File: src/logic/autoneg_map.svh
// Purpose: Register offsets, field positions, reset values and timing figures.
// Assumes: 100 MHz mclk; management registers addressed by a 5-bit index.
// Notes: Definitions only.
`ifndef AUTONEG_MAP_SVH
`define AUTONEG_MAP_SVH

`define CLK_PERIOD_NS 10
`define CYCLES_PER_US (1000 / `CLK_PERIOD_NS)
`define LINK_TIMER_STANDARD_SELECT_US 10000
`define LINK_TIMER_SGMII_US 1600
`define WATCHDOG_US 5000000

`define ADDR_BASIC_CONTROL 5'h00
`define ADDR_BASIC_STATUS 5'h01
`define ADDR_ADVERTISE 5'h04
`define ADDR_PARTNER_ABILITY 5'h05
`define ADDR_EXPANSION 5'h06
`define ADDR_CODING_CONTROL 5'h11
`define ADDR_GENERAL_CONTROL 5'h12
`define ADDR_INTERRUPT 5'h13

`define BIT_NEG_ENABLE 12
`define BIT_NEG_RESTART 9
`define BIT_NEG_COMPLETE 5
`define BIT_NEG_ABILITY 3
`define BIT_LINK_LATCHED 2
`define BIT_PAGE_EXPANSION 1
`define BIT_PAGE_INTERRUPT 0
`define BIT_STANDARD_SELECT 0
`define BIT_WATCHDOG_DISABLE 1
`define BIT_CLOCK_SQUELCH 0
`define BIT_ACK 14
`define SPEED_LSB 10

`define ADV_RESET_STANDARD_SELECT 16'h0020
`define ADV_RESET_SGMII 16'h9001
`define STANDARD_SELECT_TX_MASK 16'hb1e0
`define SPEED_1000 2'h2
`define STRAP_RXD_MATCH 2'h2

`endif

File: src/logic/autoneg_pkg.sv
// Purpose: Types shared by the negotiation block and its bench.
// Assumes: Offsets and figures live in autoneg_map.svh.
// Notes: Packed structs carry grouped signals.
package autoneg_pkg;

    typedef enum logic [2:0] {
        AN_DISABLE_LINK_OK = 3'b000,
        AN_ENABLE = 3'b001,
        ABILITY_DETECT = 3'b010,
        ACK_DETECT = 3'b011,
        COMPLETE_ACK = 3'b100,
        LINK_OK = 3'b101
    } an_state_type;

    typedef struct packed {
        logic collision;
        logic [1:0] rx_data;
        logic general_output_two;
        logic rx_valid;
    } strap_type;

    typedef struct packed {
        logic write;
        logic read;
        logic [4:0] addr;
        logic [15:0] wdata;
    } mgmt_req_type;

    typedef struct packed {
        logic valid;
        logic [15:0] word;
    } config_word_type;

endpackage

File: src/logic/serial_link_autoneg.sv
// Purpose: Configuration-word negotiation for a 1.25 Gbps serial link, 1000BASE-X or SGMII.
// Assumes: Management requests arrive decoded, one per cycle; rx words are pre-decoded.
// Notes: Arbitration of abilities is left to software.
//
// What this block does
// Exchange starts only when restart is written one while enable is one.
// Send advertise word repeatedly with acknowledge bit 14 clear.
// Nonzero received word sets acknowledge, stores partner word, sets page flags.
// Stop sending on link timer expiry: 10 ms 1000BASE-X, 1.6 ms SGMII.
// Standard-select chooses link timer: one 1000BASE-X, zero SGMII.
// Next page unsupported; software writes zero to bit 15.
// Watchdog restarts negotiation after 5 s without link unless disabled.
// Link-down outside disabled-ok and link-ok; clears latched status, squelches clocks.
// Software sets remote fault 11 and restarts on no ability overlap.
// Software selects 1000BASE-X by setting standard-select and enable.
// Straps at reset select 1000BASE-X with negotiation enabled.
// Straps with output two low select SGMII; speed from straps or 10.
// 1000BASE-X advertise default is full duplex only, no pause, no fault.
// Remote fault field bits 13:12 encodes four conditions, resets 00.
// Pause field bits 8:7 encodes four abilities, resets 00.
// Half duplex bit 6 written zero; bit 5 advertises full duplex.
// Reserved bits sent zero in 1000BASE-X; hardware makes acknowledge.
// Standard-select clear gives SGMII transfer on same machinery.
// As SGMII receiver software writes advertise 0x0001; words stored.
// SGMII advertise default reports full duplex and link up.
// SGMII word carries link status, speed and duplex.
// Software reads partner ability, resolves, configures data path.
`timescale 1ns/1ps
`include "autoneg_map.svh"

module serial_link_autoneg #(
    parameter int LINK_TIMER_STANDARD_SELECT = `LINK_TIMER_STANDARD_SELECT_US * `CYCLES_PER_US,
    parameter int LINK_TIMER_SGMII = `LINK_TIMER_SGMII_US * `CYCLES_PER_US,
    parameter int WATCHDOG_CYCLES = `WATCHDOG_US * `CYCLES_PER_US
) (
    input wire logic mclk,
    input wire logic rstn,
    input wire autoneg_pkg::strap_type straps,
    input wire autoneg_pkg::mgmt_req_type mgmt_req,
    output autoneg_pkg::config_word_type tx_config,
    input wire autoneg_pkg::config_word_type rx_config,
    input wire logic link_sync_ok,
    output logic [15:0] mgmt_rdata,
    output logic mgmt_rvalid,
    output logic link_down,
    output logic clock_squelch
);
    import autoneg_pkg::*;

    ////////////////////////////////////////////////////////////////////////////
    // Storage.
    an_state_type state_reg, state_next;
    logic strap_done_reg;
    logic negotiation_enable_reg;
    logic negotiation_restart_reg;
    logic standard_select_reg;
    logic watchdog_disable_reg;
    logic clock_squelch_enable_reg;
    logic [15:0] advertise_register_reg;
    logic [15:0] partner_ability_register_reg;
    logic page_expansion_reg;
    logic page_interrupt_reg;
    logic link_status_latched_reg;
    logic [31:0] link_timer_reg;
    logic [31:0] watchdog_reg;
    logic strap_enable;
    logic [1:0] strap_speed;
    logic page_event;
    logic link_timer_done;
    logic watchdog_fire;
    logic negotiating;
    logic ok_state;
    logic start_request;
    logic wr_control;
    logic rd_status;
    logic rd_expansion;
    logic rd_interrupt;
    logic [31:0] link_timer_limit;
    logic [15:0] tx_word;

    ////////////////////////////////////////////////////////////////////////////
    // Strap decode, caught once in the first cycle after reset release.
    always_comb begin
        strap_enable = 1'b0;
        strap_speed = `SPEED_1000;
        if (straps.collision) begin
            strap_enable = 1'b1;
        end else if (straps.rx_data == `STRAP_RXD_MATCH && straps.rx_valid) begin
            strap_enable = 1'b1;
            strap_speed = straps.rx_data;
        end
    end

    always_ff @(posedge mclk or negedge rstn) begin
        if (!rstn) begin
            strap_done_reg <= 1'b0;
        end else begin
            strap_done_reg <= 1'b1;
        end
    end

    ////////////////////////////////////////////////////////////////////////////
    // Request decode.
    assign wr_control = mgmt_req.write && mgmt_req.addr == `ADDR_BASIC_CONTROL;
    assign rd_status = mgmt_req.read && mgmt_req.addr == `ADDR_BASIC_STATUS;
    assign rd_expansion = mgmt_req.read && mgmt_req.addr == `ADDR_EXPANSION;
    assign rd_interrupt = mgmt_req.read && mgmt_req.addr == `ADDR_INTERRUPT;

    ////////////////////////////////////////////////////////////////////////////
    // Control bits. Enable and standard-select ignore writes in the capture cycle, where straps may load them.
    always_ff @(posedge mclk or negedge rstn) begin
        if (!rstn) begin
            negotiation_enable_reg <= 1'b0;
            standard_select_reg <= 1'b1;
        end else if (!strap_done_reg) begin
            if (strap_enable) begin
                negotiation_enable_reg <= 1'b1;
                standard_select_reg <= straps.general_output_two;
            end
        end else begin
            if (wr_control) begin
                negotiation_enable_reg <= mgmt_req.wdata[`BIT_NEG_ENABLE];
            end
            if (mgmt_req.write && mgmt_req.addr == `ADDR_CODING_CONTROL) begin
                standard_select_reg <= mgmt_req.wdata[`BIT_STANDARD_SELECT];
            end
        end
    end

    always_ff @(posedge mclk or negedge rstn) begin
        if (!rstn) begin
            watchdog_disable_reg <= 1'b0;
            clock_squelch_enable_reg <= 1'b0;
        end else if (mgmt_req.write && mgmt_req.addr == `ADDR_CODING_CONTROL) begin
            watchdog_disable_reg <= mgmt_req.wdata[`BIT_WATCHDOG_DISABLE];
        end else if (mgmt_req.write && mgmt_req.addr == `ADDR_GENERAL_CONTROL) begin
            clock_squelch_enable_reg <= mgmt_req.wdata[`BIT_CLOCK_SQUELCH];
        end
    end

    // Restart is a one-cycle self-clearing bit; it never reads back as one.
    always_ff @(posedge mclk or negedge rstn) begin
        if (!rstn) begin
            negotiation_restart_reg <= 1'b0;
        end else begin
            negotiation_restart_reg <= wr_control && mgmt_req.wdata[`BIT_NEG_RESTART];
        end
    end

    // The enable seen with the restart is the one written in the same word.
    assign start_request = negotiation_restart_reg && negotiation_enable_reg;

    ////////////////////////////////////////////////////////////////////////////
    // Advertisement register. Bit 14 is reserved and always reads zero.
    always_ff @(posedge mclk or negedge rstn) begin
        if (!rstn) begin
            advertise_register_reg <= `ADV_RESET_STANDARD_SELECT;
        end else if (!strap_done_reg) begin
            if (strap_enable && !straps.general_output_two) begin
                advertise_register_reg <= `ADV_RESET_SGMII;
                advertise_register_reg[`SPEED_LSB +: 2] <= strap_speed;
            end
        end else if (mgmt_req.write && mgmt_req.addr == `ADDR_ADVERTISE) begin
            advertise_register_reg <= mgmt_req.wdata;
            advertise_register_reg[`BIT_ACK] <= 1'b0;
        end
    end

    ////////////////////////////////////////////////////////////////////////////
    // Timers.
    assign link_timer_limit = standard_select_reg ? LINK_TIMER_STANDARD_SELECT - 1
                                                  : LINK_TIMER_SGMII - 1;
    assign link_timer_done = link_timer_reg == link_timer_limit;
    assign negotiating = state_reg == ABILITY_DETECT || state_reg == ACK_DETECT ||
                         state_reg == COMPLETE_ACK;
    assign watchdog_fire = !watchdog_disable_reg &&
                           watchdog_reg == 32'(WATCHDOG_CYCLES - 1);

    always_ff @(posedge mclk or negedge rstn) begin
        if (!rstn) begin
            link_timer_reg <= 32'h0000_0000;
        end else if (state_reg != ACK_DETECT || link_timer_done) begin
            link_timer_reg <= 32'h0000_0000;
        end else begin
            link_timer_reg <= link_timer_reg + 32'h0000_0001;
        end
    end

    // Counts from the start of an exchange until link-ok is reached.
    always_ff @(posedge mclk or negedge rstn) begin
        if (!rstn) begin
            watchdog_reg <= 32'h0000_0000;
        end else if (!negotiating || start_request || watchdog_fire) begin
            watchdog_reg <= 32'h0000_0000;
        end else begin
            watchdog_reg <= watchdog_reg + 32'h0000_0001;
        end
    end

    ////////////////////////////////////////////////////////////////////////////
    // Arbitration state machine.
    assign page_event = state_reg == ABILITY_DETECT && rx_config.valid &&
                        rx_config.word != 16'h0000;

    always_comb begin
        state_next = state_reg;
        case (state_reg)
            AN_DISABLE_LINK_OK: begin
                if (negotiation_enable_reg) begin
                    state_next = AN_ENABLE;
                end
            end
            AN_ENABLE: begin
                if (start_request) begin
                    state_next = ABILITY_DETECT;
                end
            end
            ABILITY_DETECT: begin
                if (page_event) begin
                    state_next = ACK_DETECT;
                end
            end
            ACK_DETECT: begin
                if (link_timer_done) begin
                    state_next = COMPLETE_ACK;
                end
            end
            COMPLETE_ACK: begin
                if (link_sync_ok) begin
                    state_next = LINK_OK;
                end
            end
            LINK_OK: begin
                if (!link_sync_ok) begin
                    state_next = AN_ENABLE;
                end
            end
            default: begin
                state_next = AN_DISABLE_LINK_OK;
            end
        endcase
        if (!negotiation_enable_reg) begin
            state_next = AN_DISABLE_LINK_OK;
        end else if (start_request || watchdog_fire) begin
            state_next = ABILITY_DETECT;
        end
    end

    always_ff @(posedge mclk or negedge rstn) begin
        if (!rstn) begin
            state_reg <= AN_DISABLE_LINK_OK;
        end else begin
            state_reg <= state_next;
        end
    end

    ////////////////////////////////////////////////////////////////////////////
    // Received word and page flags; a new page wins over a clearing read.
    always_ff @(posedge mclk or negedge rstn) begin
        if (!rstn) begin
            partner_ability_register_reg <= 16'h0000;
        end else if (page_event) begin
            partner_ability_register_reg <= rx_config.word;
        end
    end

    always_ff @(posedge mclk or negedge rstn) begin
        if (!rstn) begin
            page_expansion_reg <= 1'b0;
            page_interrupt_reg <= 1'b0;
        end else begin
            page_expansion_reg <= page_event || (page_expansion_reg && !rd_expansion);
            page_interrupt_reg <= page_event || (page_interrupt_reg && !rd_interrupt);
        end
    end

    ////////////////////////////////////////////////////////////////////////////
    // Link-down and the latched-low status bit.
    assign ok_state = state_reg == AN_DISABLE_LINK_OK || state_reg == LINK_OK;

    // A read returns the latched value and then rearms it with the present state.
    always_ff @(posedge mclk or negedge rstn) begin
        if (!rstn) begin
            link_status_latched_reg <= 1'b0;
        end else if (rd_status) begin
            link_status_latched_reg <= ok_state;
        end else if (!ok_state) begin
            link_status_latched_reg <= 1'b0;
        end
    end

    always_ff @(posedge mclk or negedge rstn) begin
        if (!rstn) begin
            link_down <= 1'b1;
            clock_squelch <= 1'b0;
        end else begin
            link_down <= !ok_state;
            clock_squelch <= !ok_state && clock_squelch_enable_reg;
        end
    end

    ////////////////////////////////////////////////////////////////////////////
    // Transmitted configuration word.
    always_comb begin
        tx_word = advertise_register_reg;
        if (standard_select_reg) begin
            tx_word = advertise_register_reg & `STANDARD_SELECT_TX_MASK;
        end
        tx_word[`BIT_ACK] = state_reg == ACK_DETECT;
    end

    always_ff @(posedge mclk or negedge rstn) begin
        if (!rstn) begin
            tx_config <= '0;
        end else begin
            tx_config.valid <= state_reg == ABILITY_DETECT || state_reg == ACK_DETECT;
            tx_config.word <= tx_word;
        end
    end

    ////////////////////////////////////////////////////////////////////////////
    // Read data, one cycle after the read strobe; unmapped indices read zero.
    always_ff @(posedge mclk or negedge rstn) begin
        if (!rstn) begin
            mgmt_rdata <= 16'h0000;
            mgmt_rvalid <= 1'b0;
        end else begin
            mgmt_rvalid <= mgmt_req.read;
            mgmt_rdata <= 16'h0000;
            case (mgmt_req.addr)
                `ADDR_BASIC_CONTROL: begin
                    mgmt_rdata[`BIT_NEG_ENABLE] <= negotiation_enable_reg;
                end
                `ADDR_BASIC_STATUS: begin
                    mgmt_rdata[`BIT_NEG_COMPLETE] <= state_reg == LINK_OK;
                    mgmt_rdata[`BIT_NEG_ABILITY] <= 1'b1;
                    mgmt_rdata[`BIT_LINK_LATCHED] <= link_status_latched_reg;
                end
                `ADDR_ADVERTISE: begin
                    mgmt_rdata <= advertise_register_reg;
                end
                `ADDR_PARTNER_ABILITY: begin
                    mgmt_rdata <= partner_ability_register_reg;
                end
                `ADDR_EXPANSION: begin
                    mgmt_rdata[`BIT_PAGE_EXPANSION] <= page_expansion_reg;
                end
                `ADDR_CODING_CONTROL: begin
                    mgmt_rdata[`BIT_STANDARD_SELECT] <= standard_select_reg;
                    mgmt_rdata[`BIT_WATCHDOG_DISABLE] <= watchdog_disable_reg;
                end
                `ADDR_GENERAL_CONTROL: begin
                    mgmt_rdata[`BIT_CLOCK_SQUELCH] <= clock_squelch_enable_reg;
                end
                `ADDR_INTERRUPT: begin
                    mgmt_rdata[`BIT_PAGE_INTERRUPT] <= page_interrupt_reg;
                end
                default: begin
                    mgmt_rdata <= 16'h0000;
                end
            endcase
            if (!mgmt_req.read) begin
                mgmt_rdata <= 16'h0000;
            end
        end
    end

endmodule // serial_link_autoneg

File: config.mk
export PLATFORM = sky130hd
export DESIGN_NAME = serial_link_autoneg
export DESIGN_NICKNAME = d
export VERILOG_FILES = /design/src/logic/autoneg_pkg.sv /design/src/logic/serial_link_autoneg.sv
export VERILOG_INCLUDE_DIRS = /design/src /design/src/logic
export SDC_FILE = /design/constraint.sdc
export NUM_CORES = 1
export LEC_CHECK = 0
export BUFFER_PORTS_ARGS = -buffer_cell sky130_fd_sc_hd__buf_2
export CAP_MARGIN = 0
export CORE_ASPECT_RATIO = 0.5
export CORE_UTILIZATION = 45
export CTS_CLUSTER_SIZE = 12
export DETAILED_ROUTE_END_ITERATION = 8
export PLACE_DENSITY = 0.66
export SETUP_SLACK_MARGIN = 0.3
export SLEW_MARGIN = 40
export SYNTH_ARGS = -nofsm -noshare
export SYNTH_HDL_FRONTEND = slang
export SYNTH_SLANG_ARGS = --single-unit
File: constraint.sdc
create_clock -name mclk -period 5.1 [get_ports mclk]
set_clock_uncertainty 0.2 [all_clocks]
set_input_delay 0.765 -clock mclk [delete_from_list [all_inputs] [get_ports mclk]]
set_output_delay 0.765 -clock mclk [all_outputs]
set_load 0.01 [all_outputs]
# After elaboration in Yosys (flattened, before gate mapping)
# Cells that the tools add are included.
# word_totals
ff_bits,144
input_bits,48
out_inout_bits,36
# op_classes
n_addsub,2
n_eq_ne,25
muxes,36
bitwise_logic,1
reduce_logical,42
# op_table
op,n
32-bit by 1-bit adder with 32-bit output (second input constant),2
16-bit 2-to-1 mux,4
32-bit 2-to-1 mux,2
32-bit by 20-bit == test with 1-bit output,1
32-bit by 29-bit == test with 1-bit output (second input constant),1
3-bit 2-to-1 mux,7
20-bit 2-to-1 mux,1
3-bit one-hot mux with 6 select lines,1
1-bit logical AND,17
16-bit nonzero test,1
5-bit by 3-bit == test with 1-bit output (second input constant),3
5-bit == test (second input constant),3
12-bit 2-to-1 mux,1
4-bit != test (second input constant),3
6-bit one-hot mux with 2 select lines,1
1-bit 2-to-1 mux,10
1-bit logical OR,9
2-bit by 1-bit != test with 1-bit output (second input constant),4
4-bit by 3-bit != test with 1-bit output (second input constant),2
2-bit AND reduction,4
3-bit by 2-bit == test with 1-bit output (second input constant),2
3-bit == test (second input constant),2
1-bit logical NOT,6
1-bit one-hot mux with 3 select lines,2
other kinds (15),17

# Longest topological paths before layout
# Gate-level depths: netlist (run 1).
# logic_depth
depth_word,7
mapped_depth,7
depth_no_buf,6

# Least setup slack after synthesis (run 1)
# No wires, ideal clock.
# synth_path
path_type,input to register
startpoint,in rx_config[2] in the netlist's numbering
endpoint,reg partner_ability_register_reg[0]
setup_ns,0.125
arrival_time_ns,2.021
t_required_ns,4.775
slack_ns,2.754
stages,5
path_buffers,1
cell_sequence,nor4_1 nand4_1 nand3_1 buf_2 mux2_2
# synth_between
elab_chain_len,2
# synth_rtl
element,line,rtl
"start, declared",serial_link_autoneg.sv:41,"input wire autoneg_pkg::config_word_type rx_config,"
16-bit nonzero test,serial_link_autoneg.sv:203,rx_config.word != 16'h0000;
1-bit logical AND,serial_link_autoneg.sv:202,assign page_event = state_reg == ABILITY_DETECT && rx_config.valid &&
"end signal, assigned",serial_link_autoneg.sv:263,partner_ability_register_reg <= rx_config.word;
"end, declared",serial_link_autoneg.sv:60,logic [15:0] partner_ability_register_reg;
# No other way between the ends.
# A chain may end at the register's enable or synchronous reset.

# Worst setup path after layout (run 1)
# layout_path
startpoint,reg link_timer_reg[27]
endpoint,reg link_timer_reg[23]
# layout_between
elab_chain_len,3
# layout_rtl
element,line,rtl
"start, declared",serial_link_autoneg.sv:64,logic [31:0] link_timer_reg;
"start signal, assigned",serial_link_autoneg.sv:185,link_timer_reg <= link_timer_reg + 32'h0000_0001;
32-bit by 20-bit == test with 1-bit output,serial_link_autoneg.sv:173,assign link_timer_done = link_timer_reg == link_timer_limit;
1-bit logical OR,serial_link_autoneg.sv:182,end else if (state_reg != ACK_DETECT || link_timer_done) begin
32-bit 2-to-1 mux,serial_link_autoneg.sv:182,
# No other way between the ends.

==> results of run 1 <==
[stage by stage]
step | cells | hold slack [ps]
finish | 877 | 15.80
global route | 877 | 38.56
CTS | 876 | 208.3
detailed placement | 845 | 198.9
global placement | 845 | 188.6
floorplan | 590 | 174.5
[placed cells by master (no fill, tap or decap), drive strengths merged, types with 13 or more instances in the layout]
cell type | netlist | final
nand3 | 31 | 31
buf | 17 | 84
nand4 | 30 | 30
mux2 | 19 | 19
a22oi | 13 | 13
xnor2 | 16 | 16
a21oi | 14 | 14
clkbuf | 3 | 17
nor4 | 13 | 13
and3 | 18 | 18
dfrtp | 140 | 140
nand2 | 27 | 27
nor2 | 87 | 87
xor2 | 40 | 40
inv | 13 | 22
nor2b | 20 | 20
[per-layer routing]
layer / wire (µm) / vias to the layer above / share of wire, %
met5: 0 / - / 0
met1: 7029 / 2382 / 50
met3: 712 / 8 / 5.0
li1: - / 2254 / -
met2: 6362 / 106 / 45
met4: 93 / 0 / 0.66
[cell families (layout without fill, tap and decap cells)]
logic type               count (synthesis)  count (layout)  synth area share (%)
AO/OA/AOI/OAI                           64              64                 6.957
XOR/XNOR                                56              56                 7.492
adder cells (fa/ha/maj)                  2               2                0.3822
buffers and inverters                   33             128                 3.307
flip-flops                             143             143                 54.72
multiplexers                            20              20                 3.421
other                                    1               1               0.05728
AND/OR/NAND/NOR                        271             271                 23.66
[critical path, cell delays in order, from the launching register on]
cell	delay (ps)
dfrtp_1	410
or4_1	520
nor3_1	270
o2111a_1	350
nand2b_2	580
nor2_1	120
[worst paths after layout]
check | end | cells after the start
max | link_timer_reg[23] | 5
min | mgmt_rdata[6] | 1
max reg2reg | link_timer_reg[23] | 5
min reg2reg | tx_config[13] | 0
max in group asynchronous | link_timer_reg[28] | 3
min in group mclk | tx_config[13] | 0
[layout make-up]
cell class | instances | area, µm²
Clock buffer | 17 | 425.4
Sequential cell | 143 | 3582
Clock inverter | 14 | 145.1
Multi-Input combinational cell | 414 | 2763
Inverter | 13 | 48.80
Timing Repair Buffer | 84 | 455.4
Tap cell | 192 | 240.2
Fill cell | 1204 | 6191
[power by group through the flow]
stage	registers [µW]	clock network [µW]	logic (µW)
2_1_floorplan	1220	0	133
3_3_place_gp	1230	0	183
3_5_place_dp	1230	0	185
4_1_cts	1210	1230	187
5_1_grt	1210	1280	206
6_report	1210	1220	186
==> run metrics, run 1 <==
cts bufs inserted=17; dpl cell area=7056 µm²; PnR worst setup slack=between 2000 and 2500 ps; Synth area leaders=dfrtp_1 (54%), xor2_1 (5.4%), mux2_2 (3.3%); final setup TNS=0 ps; met2 usage=30.87%; CTS tree=yes; post-route ant nets=0; Pre-antenna DRT Iters=5; WP data required=5170 ps; Slew @ Worst Pin=approximately 740 ps; vias in the first global route=about 4600; Detailed Route WL=roughly 14 mm; layout cells sized above 1=26.57%; crit-path max FO=32; gpl congestion=0.7769; Tot GR Track Use=between 20% and 30%; clock net sink count=between 100 and 150; Initial Util=approximately 47%; highest clock rate=382.7 MHz; Core Area=13850 µm²; Pleak=0.003440 µW; Synth Instances=590; most numerous cell in the Yosys netlist=dfrtp_1; GRT overflow=0; most frequent cells after synthesis=dfrtp_1 (140), nor2_1 (54), xor2_1 (40), nor2_2 (31), nand3_1 (30); vias per cell=5.416; status=completed; net load switching power=682.5 µW; Distinct cells, synth=roughly 60; die area=about 15000 µm²; Seq pwr share=46.3%; CP startpoint=link_timer_reg[27]; Final #Nets=723; PostCTS Resize Cnt=0; wire per inst=around 16 µm; Power per Cell Area=340.7 nW/µm²; R2R Setup Slk=2490 ps; WP data arrival=2680 ps; Layout area overhead=17.01%; diodes inserted=0; synthesized flop and latch total=143; Setup crit start kind=register; post-synthesis sequential area ratio=54.72%; top cell type's share of synthesized area=approximately 54%; pre-CTS WS=2087 ps; clk slew on worst S/H paths=70 ps; Die Y=87.29 µm; Port Buf Inserts=82; post-layout util=55.30%; MaxCap Viol Count=0; Comb power frac=7.1%; Avg Cell Area, Syn=11.10 µm²; Cell Area, Synth=6546 µm²; number of synthesized flops with an enable pin=0; DPL Wire Length=9.131 mm; CTS Hold Buffers Added=0; initial antenna violation count=0; Clock Tree Root=clkbuf_16; Clock power frac=46.6%; Net Count, Synth=640; Switching Share=26.15%; total power=around 2600 µW; Vias=4750; Ports=between 80 and 90; Final min period=2613 ps; GRT busiest layer=met2; worst vdd ir=roughly 0.00019 V; Initial DRC Count=approximately 300; fin crit share=51.24%; DRC Markers=0; largest net degree at the start of global routing=109; Slew Limit Fails=0; kind of critical path=reg -> reg; final setup vio count=0; worst hold path class=in -> async; Post-Layout Inst Area=7660 µm²; CTS Buffer Depth=2; Rows=30; top_reg_cell synth=dfrtp_1; Setup crit end kind=register; GR Layer Usage met1=28.06%; Worst slew margin=50.28%; asr flop ratio synth=100.0%; reg2reg start=link_timer_reg[27]; setup bufs post-CTS=0; warning count from the yosys run=0; RSZ-0062 raised after global routing=false; die width=~170 µm; Clock Latency Late Sink=420 ps; cell-internal power=1927 µW; CTS H-tree depth=4; first-pass GRT wire length=23.81 mm; area leader, netlist=dfrtp_1; grt met3 use=5.890%; Final Hold Fails=0
Note: power is estimated with default switching activity, not from simulation.
==> inputs of run 2 (changes only) <==
- clock period: 5.1 -> 2.75 ns (I/O delays scaled with it)
==> run 2 against run 1 <==
Compared with the run above:
- register-to-register slack got worse by 2000 ps
- wire length increased by 0.96%
- hold slack got worse by 1.8 ps
- critical path type unchanged
- die area unchanged
- utilization increased by 1.4 points
- worst setup slack got worse by 2000 ps
- final area increased by 2.5%
- sequential power increased by 84%
- critical endpoint is now link_timer_reg[31]
- fmax increased by 14%
==> run metrics, run 2 (synthesis results as in run 1) <==
status=completed; largest net degree at the start of global routing=66 (-39%); most common cell after layout, fill and taps aside=dfrtp_1; Pleak=0.003556 µW (+3.4%); worst vdd ir=0.0003368 V (+81%); diodes inserted=0 (unchanged); Port Buf Inserts=82 (unchanged); final setup TNS=0 ps (unchanged); Final #Nets=745 (+3.0%); worst hold path class=in -> reg; die area=15060 µm² (unchanged); Slew @ Worst Pin=733.8 ps (-9.590 ps); DRC Markers=0 (unchanged); max incr delay on CP=520 ps (-60 ps); initial antenna violation count=0 (unchanged); Pre-antenna DRT Iters=5 (unchanged); CTS Buffer Depth=2 (unchanged); Die Y=87.29 µm (unchanged); most frequent cells in the layout=dfrtp_1 (140), buf_2 (81), nor2_1 (54); CTS H-tree depth=4 (unchanged); post-layout util=56.66% (+1.4 points); Reg area=3582 µm² (unchanged); Clock Latency Late Sink=420 ps (about the same); length of routed met3 wiring=686 µm (-3.7%); Setup crit end kind=register; WL met1=7.195 mm (+2.4%); highest clock rate=435.3 MHz (+14%); Worst path slowest cell=or4_1; first-pass GRT wire length=23.54 mm (-1.1%); Final min period=2297 ps (-315.8 ps); Tot GR Track Use=20.00% (-0.14 points); DPL Wire Length=9.689 mm (+6.1%); crit-path cells=or4_1 -> nor3_1 -> o2111a_1 -> nand2b_2 -> buf_12 -> a21oi_1; WP data required=2850 ps (-2320 ps); Rows=30 (unchanged); path length in cells of the critical path=6 (+1); crit-path max FO=32 (unchanged); crit path buf inv count=1 (+1); fill cell count=1167 (-3.1%); Final Hold Fails=0 (unchanged); Worst slew margin=50.63% (+0.35 points); Clock Tree Root=clkbuf_16; area of the multi-input gates=2758 µm² (-0.18%); Top Metal Used=met4; Detailed Route WL=14.33 mm (+0.96%); metal2 WL=6.297 mm (-1.0%); MaxCap Viol Count=0 (unchanged); clock net sink count=143 (unchanged); Setup crit start kind=register; Ports=84 (unchanged); WP data arrival=2400 ps (-280 ps); worst hold stages=2; Initial DRC Count=339 (+12%); post-route ant nets=0 (unchanged); final setup vio count=0 (unchanged); CTS tree=yes; CP top delay family=simple AND/OR/NAND/NOR gates; Layout area overhead=19.88%; die width=172.6 µm (unchanged); fin crit share=83.54% (+32 points); cts bufs inserted=17 (unchanged); Initial Util=47.26% (unchanged); clk slew on worst S/H paths=70 ps (about the same); kind of critical path=reg -> reg; RSZ-0062 raised after global routing=false; Power per Cell Area=617.5 nW/µm² (+81%); gpl congestion=0.8542 (+9.9%); GRT overflow=0 (unchanged); wire per inst=15.93 µm (-1.6%); Vias=4799 (+1.0%); Core Area=13850 µm² (unchanged); vias per cell=5.332 (-1.6%); layout cells sized above 1=28.53% (+2.0 points); Slew Limit Fails=0 (unchanged); Reg2Reg Depth=6 (+1); vias in the first global route=4612 (-0.56%)
## run 2: cell types whose count changed in the layout (fill, tap and decap cells not counted), moves of 2 or more
cell | previous run | this run
buf_12 | 0 | 4
buf_4 | 1 | 18
dlygate4sd3_1 | 0 | 2
inv_6 | 7 | 5
inv_8 | 2 | 4
## run 2: per-layer routing
| layer | global-route usage (%) | vias to the layer above |
|---|---|---|
| met3 | 4.538 | 13 |
| met2 | 29.66 | 118 |
| met1 | 28.73 | 2374 |
| li1 | - | 2294 |
| met5 | 0 | - |
| met4 | 7.224 | 0 |
## run 2: power breakdown
group          internal, µW  total, µW  switching [µW]  leakage (µW)
logic                   178        424             246       0.00136
clock network          1200       2190             995      0.000272
registers              2180       2230            49.2       0.00193
## run 2: layout make-up
class / instances / area share, %
clock buffers: 17 / 5.421
multi-input cells: 414 / 35.14
flip-flops and latches: 143 / 45.65
repair buffers: 106 / 8.307
clock inverters: 15 / 1.802
well taps: 192 / 3.061
inverters: 13 / 0.6218
## run 2: worst paths after layout
kind	end	from	slack, ps
max in group asynchronous	link_down	rstn	1310
min in group asynchronous	mgmt_rdata[6]	rstn	330
hold reg to reg	tx_config[7]	advertise_register_reg[7]	210
setup reg to reg	link_timer_reg[31]	link_timer_reg[27]	450
hold / removal	advertise_register_reg[6]	mgmt_req[6]	10
setup / recovery	link_timer_reg[31]	link_timer_reg[27]	450
## run 2: timing repair
| item | CTS | global route |
|---|---|---|
| hold buffers | 2 | 0 |
| setup buffers | 0 | 7 |
| endpoints found under the setup margin | 0 | 1 |
| gates resized for setup | 0 | 1 |
| hold endpoints to repair | 63 | 0 |
## run 2: per-stage QoR
stage / total power, µW / std cells / hold slack [ps] / worst slack [ps] / instance area (µm²)
floorplan: 2510 / 590 / -83.09 / 756.9 / 6546
global placement: 2656 / 859 / 196.3 / 297.4 / 7198
detailed placement: 2663 / 859 / 191.8 / 391.1 / 7202
CTS: 4870 / 893 / 1.960 / 378.0 / 7789
global route: 5049 / 900 / 6.695 / 340.2 / 7848
finish: 4846 / 900 / 14.04 / 452.5 / 7848
